==> config.mk <==
export PLATFORM = sky130hd
export DESIGN_NAME = lsf_status_flags
export DESIGN_NICKNAME = d
export VERILOG_FILES = /design/src/lsf_pkg.sv /design/src/lsf_loop_if.sv /design/src/lsf_loop_limiter.sv /design/src/lsf_status_flags.sv
export SDC_FILE = /design/constraint.sdc
export NUM_CORES = 2
export LEC_CHECK = 0
export ABC_CLOCK_PERIOD_IN_PS = 13700
export BUFFER_PORTS_ARGS = -buffer_cell sky130_fd_sc_hd__buf_2
export CORE_MARGIN = 3
export CORE_UTILIZATION = 40
export CTS_BUF_LIST = sky130_fd_sc_hd__clkbuf_4
export CTS_CLUSTER_SIZE = 20
export DETAILED_ROUTE_END_ITERATION = 6
export GPL_TIMING_DRIVEN = 0
export PLACE_DENSITY = 0.62
export SETUP_SLACK_MARGIN = 0.05
export SLEW_MARGIN = 20
export SYNTH_ARGS = -nofsm -noshare
export SYNTH_HDL_FRONTEND = slang
export SYNTH_SLANG_ARGS = --single-unit
export TNS_END_PERCENT = 5
==> constraint.sdc <==
create_clock -name pclk -period 13.7 [get_ports pclk]
set_input_delay 1.37 -clock pclk [delete_from_list [all_inputs] [get_ports pclk]]
set_output_delay 1.37 -clock pclk [all_outputs]
set_load 0.05 [all_outputs]
==> src/lsf_pkg.sv <==
// Package for the limiter status flag block: register map, flag layout, reset values.
// Assumes an APB slave with 32-bit data and word-aligned registers.
package lsf_pkg;
   localparam int unsigned  LSF_AW            = 8;
   localparam logic [7:0]   LSF_OFS_FLAGS     = 8'h00;
   localparam logic [7:0]   LSF_OFS_MASK      = 8'h04;
   localparam logic [7:0]   LSF_OFS_IRQ_STAT  = 8'h08;
   localparam logic [7:0]   LSF_OFS_IRQ_EN    = 8'h0c;
   localparam logic [7:0]   LSF_OFS_IRQ_CLR   = 8'h10;
   localparam logic [7:0]   LSF_OFS_LIM_CTRL  = 8'h14;
   localparam logic [31:0]  LSF_FLAGS_RST     = 32'h0000_0000;
   localparam logic [31:0]  LSF_MASK_RST      = 32'h0000_0000;
   localparam logic [31:0]  LSF_USED_BITS     = 32'h7f7f_ffff;
   localparam logic [31:0]  LSF_ZERO          = 32'h0000_0000;
   localparam int unsigned  LSF_NLOOP         = 4;
   localparam int unsigned  LSF_VOLT_LSB      = 16;
   localparam int unsigned  LSF_PLL_BIT       = 19;
   localparam int unsigned  LSF_REFSW_LSB     = 20;
   localparam int unsigned  LSF_PWM_LSB       = 24;
   localparam int unsigned  LSF_ADC_LSB       = 26;
   localparam int unsigned  LSF_IDX_LSB       = 28;
   // Interrupt status/enable/clear bit positions
   localparam int unsigned  LSF_IRQ_STATUS    = 0;
   localparam int unsigned  LSF_IRQ_WDOG      = 1;
   localparam int unsigned  LSF_IRQ_W         = 2;
   localparam logic [15:0]  LSF_LIM_DFLT      = 16'h7fff;
   typedef enum logic [1:0] {LSF_ST_IDLE, LSF_ST_ACCESS} lsf_apb_st_t;
endpackage

==> src/lsf_loop_if.sv <==
// Carries one PI loop's limiter events toward the flag collector.
// Driven by the limiter modules, read by the top.
`timescale 1ns/100ps
interface lsf_loop_if;
   logic target_clipped;
   logic rate_clipped;
   logic integrator_clipped;
   logic output_clipped;
   modport src
   (
      output target_clipped,
      output rate_clipped,
      output integrator_clipped,
      output output_clipped
   );
   modport dst
   (
      input target_clipped,
      input rate_clipped,
      input integrator_clipped,
      input output_clipped
   );
endinterface

==> src/lsf_loop_limiter.sv <==
// One PI loop's limiter stage: target clamp, rate clamp, integrator and output clamp.
// Operands arrive from same-clock logic; an unsigned limit, applied as a symmetric bound, comes from a register.
`timescale 1ns/100ps
module lsf_loop_limiter
   import lsf_pkg::*;
(
   // Clock and reset
   input  wire logic               pclk,
   input  wire logic               presetn,
   // Limit settings
   input  wire logic [15:0]        limit,
   input  wire logic [15:0]        rate_limit,
   input  wire logic               rate_en,
   // Loop operands
   input  wire logic signed [15:0] target_raw,
   input  wire logic signed [15:0] target_offset,
   input  wire logic signed [31:0] errsum_raw,
   input  wire logic signed [31:0] output_raw,
   // Results
   output logic signed [15:0]      target_lim,
   output logic signed [31:0]      errsum_lim,
   output logic signed [31:0]      output_lim,
   lsf_loop_if.src                 ev
);
   logic signed [16:0] sum;
   logic signed [16:0] lim17;
   logic signed [16:0] tgt_clip;
   logic signed [16:0] step;
   logic signed [16:0] rl17;
   logic signed [31:0] lim32;
   logic signed [15:0] prev_q;
   logic signed [15:0] prev_d;

   always_comb
   begin
      lim17 = signed'({1'b0, limit});
      rl17  = signed'({1'b0, rate_limit});
      lim32 = signed'({16'h0000, limit});
      // Offset is added before the clamp, so offsets cannot push past the limit
      sum   = 17'(target_raw) + 17'(target_offset); // RULE12
      tgt_clip = sum;
      ev.target_clipped = 1'b0;
      if (sum > lim17)
      begin
         tgt_clip = lim17; // RULE12
         ev.target_clipped = 1'b1; // RULE8
      end
      else if (sum < -lim17)
      begin
         tgt_clip = -lim17;
         ev.target_clipped = 1'b1;
      end
      step = tgt_clip - 17'(prev_q);
      ev.rate_clipped = 1'b0;
      prev_d = tgt_clip[15:0];
      if (rate_en && step > rl17)
      begin
         prev_d = 16'(17'(prev_q) + rl17); // RULE14
         ev.rate_clipped = 1'b1; // RULE14
      end
      else if (rate_en && step < -rl17)
      begin
         prev_d = 16'(17'(prev_q) - rl17);
         ev.rate_clipped = 1'b1;
      end
      target_lim = prev_d;
      // Integrator shares the output bounds to avoid windup past the output range
      errsum_lim = errsum_raw; // RULE13
      ev.integrator_clipped = 1'b0;
      if (errsum_raw > lim32)
      begin
         errsum_lim = lim32;
         ev.integrator_clipped = 1'b1;
      end
      else if (errsum_raw < -lim32)
      begin
         errsum_lim = -lim32;
         ev.integrator_clipped = 1'b1;
      end
      output_lim = output_raw; // RULE12
      ev.output_clipped = 1'b0;
      if (output_raw > lim32)
      begin
         output_lim = lim32;
         ev.output_clipped = 1'b1;
      end
      else if (output_raw < -lim32)
      begin
         output_lim = -lim32;
         ev.output_clipped = 1'b1;
      end
   end

   always_ff @(posedge pclk or negedge presetn)
   begin
      if (!presetn)
         prev_q <= '0;
      else
         prev_q <= prev_d;
   end
endmodule

==> src/lsf_status_flags.sv <==
// Limiter status flag collector with APB register access and a masked status pin.
// Event inputs marked as pins pass a two-flop synchroniser; the rest are same-clock logic.
// Functional notes
// RULE1 - Each of the position, velocity, d-current and q-current loops owns four flags in bits 0-15.
// RULE2 - Bits 16 to 18 report clipping of the d, q and resulting voltage in the circular limiter.
// RULE3 - Bit 19 reports that the phase-locked loop is not locked.
// RULE4 - Right, home and left reference switches appear in bits 20 to 22.
// RULE5 - Bits 24 and 25 report PWM duty saturation at minimum and maximum.
// RULE6 - Bits 26 and 27 report phase-current ADC and analog encoder ADC clipping.
// RULE7 - Bits 28 to 30 report index events of encoder 1, encoder 2 and the analog encoder.
// RULE8 - An active limiter drives its flag bit high.
// RULE9 - A mask register selects which flags may drive the status pin.
// RULE10 - Software may write the flag register as a whole word.
// RULE11 - No single-bit clear exists; only a full-word write changes flags.
// RULE12 - Each controller clamps its offset-added target and its output.
// RULE13 - Each integrator sum is clamped to the output bounds.
// RULE14 - With rate limiting on, target slew is restricted and the rate flag rises.
// RULE15 - A watchdog fault flag is kept for faults on the clock input.
// RULE16 - The status pin is high while flags AND mask is nonzero.
// RULE17 - Bits 23 and 31 read as zero and ignore writes.
//
// The implementer's own choices: the address map and the APB register port.
`timescale 1ns/100ps
module lsf_status_flags
   import lsf_pkg::*;
(
   // APB
   input  wire logic                 pclk,
   input  wire logic                 presetn,
   input  wire logic                 psel,
   input  wire logic                 penable,
   input  wire logic                 pwrite,
   input  wire logic [LSF_AW-1:0]    paddr,
   input  wire logic [31:0]          pwdata,
   output logic      [31:0]          prdata,
   output logic                      pready,
   output logic                      pslverr,
   // Loop operands, index 0 position, 1 velocity, 2 d-current, 3 q-current
   input  wire logic signed [15:0]   loop_target  [LSF_NLOOP],
   input  wire logic signed [15:0]   loop_offset  [LSF_NLOOP],
   input  wire logic signed [31:0]   loop_errsum  [LSF_NLOOP],
   input  wire logic signed [31:0]   loop_output  [LSF_NLOOP],
   output logic signed [15:0]        loop_target_lim [LSF_NLOOP],
   output logic signed [31:0]        loop_errsum_lim [LSF_NLOOP],
   output logic signed [31:0]        loop_output_lim [LSF_NLOOP],
   // Same-clock event sources
   input  wire logic [2:0]           volt_clipped,
   input  wire logic                 pll_unlocked,
   input  wire logic                 pwm_min_sat,
   input  wire logic                 pwm_max_sat,
   input  wire logic                 adc_current_clipped,
   input  wire logic                 adc_encoder_clipped,
   input  wire logic                 clock_watchdog_fault,
   // Pin event sources
   input  wire logic                 right_reference_switch,
   input  wire logic                 home_reference_switch,
   input  wire logic                 left_reference_switch,
   input  wire logic                 encoder1_index,
   input  wire logic                 encoder2_index,
   input  wire logic                 aencoder_index,
   // Status and interrupt
   output logic                      status_out,
   output logic                      irq
);
   logic [31:0]  flags_q;
   logic [31:0]  flags_d;
   logic [31:0]  mask_q;
   logic [31:0]  mask_d;
   logic [31:0]  lim_ctrl_q;
   logic [31:0]  lim_ctrl_d;
   logic [LSF_IRQ_W-1:0] ist_q;
   logic [LSF_IRQ_W-1:0] ist_d;
   logic [LSF_IRQ_W-1:0] ien_q;
   logic [LSF_IRQ_W-1:0] ien_d;
   logic [5:0]   pin_s1_q;
   logic [5:0]   pin_s2_q;
   logic [31:0]  events;
   logic [31:0]  prdata_d;
   logic         pslverr_d;
   logic         pready_d;
   logic         status_d;
   logic         irq_d;
   logic         status_rise;
   logic         wr_en;
   logic         hit;
   lsf_apb_st_t  st_q;
   lsf_apb_st_t  st_d;
   logic [15:0]  loop_flags;
   logic signed [15:0] loop_target_lim_d [LSF_NLOOP];
   logic signed [31:0] loop_errsum_lim_d [LSF_NLOOP];
   logic signed [31:0] loop_output_lim_d [LSF_NLOOP];

   lsf_loop_if loop_ev [LSF_NLOOP] ();

   genvar g;
   generate
      for (g = 0; g < LSF_NLOOP; g++)
      begin : g_loop
         lsf_loop_limiter u_lim
         (
            .pclk          (pclk),
            .presetn       (presetn),
            .limit         (lim_ctrl_q[15:0]),
            .rate_limit    ({1'b0, lim_ctrl_q[30:16]}),
            .rate_en       (lim_ctrl_q[31]),
            .target_raw    (loop_target[g]),
            .target_offset (loop_offset[g]),
            .errsum_raw    (loop_errsum[g]),
            .output_raw    (loop_output[g]),
            .target_lim    (loop_target_lim_d[g]),
            .errsum_lim    (loop_errsum_lim_d[g]),
            .output_lim    (loop_output_lim_d[g]),
            .ev            (loop_ev[g])
         );
         assign loop_flags[4*g]   = loop_ev[g].target_clipped; // RULE1
         assign loop_flags[4*g+1] = loop_ev[g].rate_clipped;
         assign loop_flags[4*g+2] = loop_ev[g].integrator_clipped;
         assign loop_flags[4*g+3] = loop_ev[g].output_clipped;
      end
   endgenerate

   // Pins are asynchronous to pclk; only the second stage is looked at
   always_ff @(posedge pclk or negedge presetn)
   begin
      if (!presetn)
      begin
         pin_s1_q <= '0;
         pin_s2_q <= '0;
      end
      else
      begin
         pin_s1_q <= {aencoder_index, encoder2_index, encoder1_index,
                      left_reference_switch, home_reference_switch,
                      right_reference_switch};
         pin_s2_q <= pin_s1_q;
      end
   end

   always_comb
   begin
      events = LSF_ZERO;
      events[15:0] = loop_flags; // RULE1
      events[LSF_VOLT_LSB +: 3] = volt_clipped; // RULE2
      events[LSF_PLL_BIT] = pll_unlocked; // RULE3
      events[LSF_REFSW_LSB +: 3] = pin_s2_q[2:0]; // RULE4
      events[LSF_PWM_LSB] = pwm_min_sat; // RULE5
      events[LSF_PWM_LSB + 1] = pwm_max_sat;
      events[LSF_ADC_LSB] = adc_current_clipped; // RULE6
      events[LSF_ADC_LSB + 1] = adc_encoder_clipped;
      events[LSF_IDX_LSB +: 3] = pin_s2_q[5:3]; // RULE7
      events = events & LSF_USED_BITS; // RULE17
   end

   assign wr_en = psel && penable && pwrite && st_q == LSF_ST_ACCESS;
   assign hit   = paddr == LSF_OFS_FLAGS || paddr == LSF_OFS_MASK
                  || paddr == LSF_OFS_IRQ_STAT || paddr == LSF_OFS_IRQ_EN
                  || paddr == LSF_OFS_IRQ_CLR || paddr == LSF_OFS_LIM_CTRL;

   // Zero-wait slave: one setup cycle, then pready in the access cycle
   always_comb
   begin
      st_d     = st_q;
      pready_d = 1'b0;
      unique case (st_q)
         LSF_ST_IDLE:
         begin
            if (psel && !penable)
            begin
               st_d     = LSF_ST_ACCESS;
               pready_d = 1'b1;
            end
         end
         LSF_ST_ACCESS:
         begin
            st_d = LSF_ST_IDLE;
            if (psel && !penable)
            begin
               st_d     = LSF_ST_ACCESS;
               pready_d = 1'b1;
            end
         end
      endcase
   end

   always_comb
   begin
      flags_d    = flags_q;
      mask_d     = mask_q;
      lim_ctrl_d = lim_ctrl_q;
      ien_d      = ien_q;
      ist_d      = ist_q;
      // Only a whole-word write changes stored flags; events still win below
      if (wr_en && paddr == LSF_OFS_FLAGS)
         flags_d = pwdata & LSF_USED_BITS; // RULE10 RULE11 RULE17
      flags_d = flags_d | events; // RULE8
      if (wr_en && paddr == LSF_OFS_MASK)
         mask_d = pwdata & LSF_USED_BITS; // RULE9
      if (wr_en && paddr == LSF_OFS_LIM_CTRL)
         lim_ctrl_d = pwdata;
      if (wr_en && paddr == LSF_OFS_IRQ_EN)
         ien_d = pwdata[LSF_IRQ_W-1:0];
      if (wr_en && paddr == LSF_OFS_IRQ_CLR)
         ist_d = ist_q & ~pwdata[LSF_IRQ_W-1:0];
      // Set beats a same-cycle clear
      if (status_rise)
         ist_d[LSF_IRQ_STATUS] = 1'b1;
      if (clock_watchdog_fault)
         ist_d[LSF_IRQ_WDOG] = 1'b1; // RULE15
      status_d = |(flags_d & mask_d); // RULE16
      irq_d    = |(ist_d & ien_d);
   end

   // Read data and refusal are decided at setup so they stand beside pready
   always_comb
   begin
      prdata_d  = LSF_ZERO;
      pslverr_d = 1'b0;
      if (psel && !penable)
         pslverr_d = !hit;
      if (psel && !penable && !pwrite)
      begin
         unique case (paddr)
            LSF_OFS_FLAGS:    prdata_d = flags_q;
            LSF_OFS_MASK:     prdata_d = mask_q;
            LSF_OFS_IRQ_STAT: prdata_d = {30'h0, ist_q};
            LSF_OFS_IRQ_EN:   prdata_d = {30'h0, ien_q};
            LSF_OFS_LIM_CTRL: prdata_d = lim_ctrl_q;
            default:          prdata_d = LSF_ZERO;
         endcase
      end
   end

   assign status_rise = status_d && !status_out;

   // Bus response state
   always_ff @(posedge pclk or negedge presetn)
   begin
      if (!presetn)
      begin
         st_q       <= LSF_ST_IDLE;
         prdata     <= '0;
         pready     <= 1'b0;
         pslverr    <= 1'b0;
      end
      else
      begin
         st_q       <= st_d;
         prdata     <= prdata_d;
         pready     <= pready_d;
         pslverr    <= pslverr_d;
      end
   end

   // Software-visible registers
   always_ff @(posedge pclk or negedge presetn)
   begin
      if (!presetn)
      begin
         flags_q    <= LSF_FLAGS_RST;
         mask_q     <= LSF_MASK_RST;
         lim_ctrl_q <= {16'h0000, LSF_LIM_DFLT};
         ist_q      <= '0;
         ien_q      <= '0;
      end
      else
      begin
         flags_q    <= flags_d;
         mask_q     <= mask_d;
         lim_ctrl_q <= lim_ctrl_d;
         ist_q      <= ist_d;
         ien_q      <= ien_d;
      end
   end

   // Status pin and interrupt line
   always_ff @(posedge pclk or negedge presetn)
   begin
      if (!presetn)
      begin
         status_out <= 1'b0;
         irq        <= 1'b0;
      end
      else
      begin
         status_out <= status_d; // RULE9
         irq        <= irq_d;
      end
   end

   // Limiter results leave through flops like every other output; costs one cycle
   always_ff @(posedge pclk or negedge presetn)
   begin
      if (!presetn)
      begin
         for (int i = 0; i < LSF_NLOOP; i++)
         begin
            loop_target_lim[i] <= '0;
            loop_errsum_lim[i] <= '0;
            loop_output_lim[i] <= '0;
         end
      end
      else
      begin
         for (int i = 0; i < LSF_NLOOP; i++)
         begin
            loop_target_lim[i] <= loop_target_lim_d[i];
            loop_errsum_lim[i] <= loop_errsum_lim_d[i];
            loop_output_lim[i] <= loop_output_lim_d[i];
         end
      end
   end
endmodule

==> results.ini <==
[placed_design]
hpwl_um=193000
port_buffers=796
dpl_cell_area_mm2=0.0537
routabilityCongestion=1.02

[logic_synthesis]
yosysTopAreaCell=dfrtp_1
synth_most_common_cell=ha_1
netlist.area_leader.share=0.242
yosysSeqAreaShare=0.250
yosys_warnings=0
syn_inst=5448
synthTopCellsByCount=ha_1, a21oi_1, dfrtp_1
ys_async_sr_fraction=1.00
yosysUniqueCellTypes=99
syn-cell-area_mm2=0.0470
synth_ff_type=dfrtp_1
syn_area_per_cell_um2=8.63
synth.area.top_cells=dfrtp_1, ha_1, a21oi_1, mux2i_1, nand2_1
synth_edf_count=0
synth_nets=6787
synth-seq-cells=469

[worst_setup_path]
crit_start=lim_ctrl_q[0]$_DFFE_PN1P_
cp_max_fo=20
r2r_end=g_loop[2].u_lim.prev_q[10]$_DFF_PN0_
reg2reg_depth=45
required_ns=14.70
rrSetupSlack_ns=0.36
path_class=reg2reg
slowest_delay_ns=0.67
end_kind=flip-flop
endpoint=g_loop[2].u_lim.prev_q[10]$_DFF_PN0_
r2r-start=lim_ctrl_q[0]$_DFFE_PN1P_
arrival_ns=14.35
start_kind=flip-flop
slowest_stage=dfstp_2

[grt]
antenna_found_initial=70
grt_max_degree=95
grt_usage=0.388
first_global_vias=47191
grt_pass1_wl_um=341000
grt_overflow=0

[clock_tree]
clk_root_buffer_cell=clkbuf_4
h-tree-depth=4
numCtsBuffers=145
cts_tree=built
clock_sinks=469
clockBufferDepth=3
clkTransAtPathRegs_ns=0.06
insertion_delay_ns=1.20

[power]
p_int_mw=4.62
p_leak_nw=26.8
peakVddDrop_uv=115
combPwrFrac=0.662
p_sw_mw=4.89
swShare=0.515
power_density_mw_per_mm2=170
p_clk_frac=0.158
p_seq_frac=0.180

[cells_and_area]
seqCellArea_mm2=0.0118
final_area_mm2=0.0559
syn2layout_area_growth_pct=18.8
num-nets-final=7780
layout-drive-gt1-share=0.195
final.fill_count=11500
multi_input_area_mm2=0.0336

[sta]
skew_ns=0.0824
rsz0062_at_grt=yes
fmax_mhz=74.9
fin_crit_sh=0.974
hold_viol=0
drv_slew=0
slew-limit-headroom=0.111
setup-violations-final=0
tightest_slew_ns=1.33
hold_ws_ns=0.192
period_minus_slack_ns=13.34

[floorplanning]
core-area_mm2=0.116
row_count=125
ioPinCount=800
die_x_um=349
die_y_um=349
dieArea_mm2=0.122
start_util=0.404

[run_status]
violations=design-rule violations
status=finished, violations left

[drt]
top_layer=met5
dr.pass1.iters=7
wl_met2_um=103000
wire_per_inst_um=30.3
ant_nets=0
drc=28
drt-initial-drc-count=5481
drt_wl_total_um=246000
vias_per_cell=6.24
dr_wl_met3_um=30400
m1WireLength_um=97600
via_count=50741

[flow_run]
drv_cap=0

[min_path]
min_path_type=in2async

## layout by cell type, fill, tap and decap left out, types with 45 or more instances in the layout
cell and instances:
ha_1 878, buf_2 812, a21oi_1 582, dfrtp_1 453, nand2_1 422, nor2_1 378
o21ai_0 265, inv_1 264, clkbuf_4 208, mux2i_1 203, o21a_1 168, clkbuf_1 153
a21o_1 112, nand3_1 112, nand4_1 91, xnor2_1 88, nor3_1 87, o22ai_1 83
nor2b_1 71, nand2b_1 67, diode_2 54, a211oi_1 54, nor4_1 52, mux2_2 45
## kinds of logic after synthesis
| group | Yosys count | synth area share |
|---|---|---|
| AOI/OAI and AO/OA | 1775 | 0.245 |
| xor gates and xnor gates | 130 | 0.0248 |
| adders and majority gates | 895 | 0.241 |
| buffers and inverters | 489 | 0.0399 |
| DFF | 469 | 0.250 |
| muxes | 250 | 0.0545 |
| and+or+nand+nor | 1440 | 0.146 |
## metal layers
layer  GRT usage  vias up
met5           0        -
met4       0.222       22
met3       0.144      716
met2       0.568     3234
met1       0.489    24267
li1            -    22502
## layout make-up
cell class | instances | area share
repair buffers | 847 | 0.0833
plain buffers | 210 | 0.0154
clock buffers | 208 | 0.0280
inverters | 278 | 0.0189
multi-input cells | 4490 | 0.602
diodes | 54 | 0.00242
flip-flops and latches | 469 | 0.210
clock inverters | 46 | 0.00573
well taps | 1524 | 0.0341
## timing repair
action,CTS,global route
gates resized for setup,8,12
hold buffers,0,0
endpoints found under the hold margin,0,0
setup buffers,0,4
pin swaps,0,0
setup endpoints to repair,63,53
## worst max-delay path, delay by kind of cell, from the launching register on
kind,cells,cell delay [ns]
AOI/OAI and AO/OA,18,5.06
adders and majority gates,5,1.60
buffers and inverters,7,2.59
DFF,1,0.67
and+or+nand+nor,15,3.15
## power groups by stage
stage / combinational (mW) / sequential, mW / clock, mW
floorplan: 3.87 / 2.20 / 0
CTS: 6.14 / 1.71 / 1.53
detailed placement: 6.09 / 1.74 / 0
finish: 6.29 / 1.71 / 1.50
global placement: 5.98 / 1.73 / 0
global route: 6.91 / 1.72 / 1.61
## sequential cells by signal, indices dropped and copies added, names as in the netlist
register and cells:
loop_errsum_lim 128, loop_output_lim 128, g_loop.u_lim.prev_q 64, flags_q 32, lim_ctrl_q 32, mask_q 32
prdata 32, pin_s1_q 6, pin_s2_q 6, ien_q 2, ist_q 2, irq 1
pready 1, pslverr 1, st_q 1, status_out 1
## through the flow
stage                      util  worst slack, ns  TNS [ns]  power (mW)  instances
final                     0.480            0.358         0        9.51       8126
after global routing      0.480           0.0218         0        10.2       8109
after CTS                 0.478            0.495         0        9.37       8068
after detailed placement  0.462           -0.754    -17.44        7.83       7815
after global placement    0.455            -2.96   -153.10        7.71       7768
after floorplan               -             3.93         0        6.07       5448
## how the worst min path moves through the flow
stage | start | to | cells past startpoint
after CTS | presetn | mask_q[11]$_DFF_PN0_ | 1
after global placement | pin_s1_q[1]$_DFF_PN0_ | pin_s2_q[1]$_DFF_PN0_ | 0
after detailed placement | pin_s1_q[5]$_DFF_PN0_ | pin_s2_q[5]$_DFF_PN0_ | 0
after global routing | presetn | mask_q[11]$_DFF_PN0_ | 1
after floorplan | pin_s1_q[0]$_DFF_PN0_ | pin_s2_q[0]$_DFF_PN0_ | 0
final | presetn | pin_s1_q[3]$_DFF_PN0_ | 1
Power figures use the tool's default switching activity.
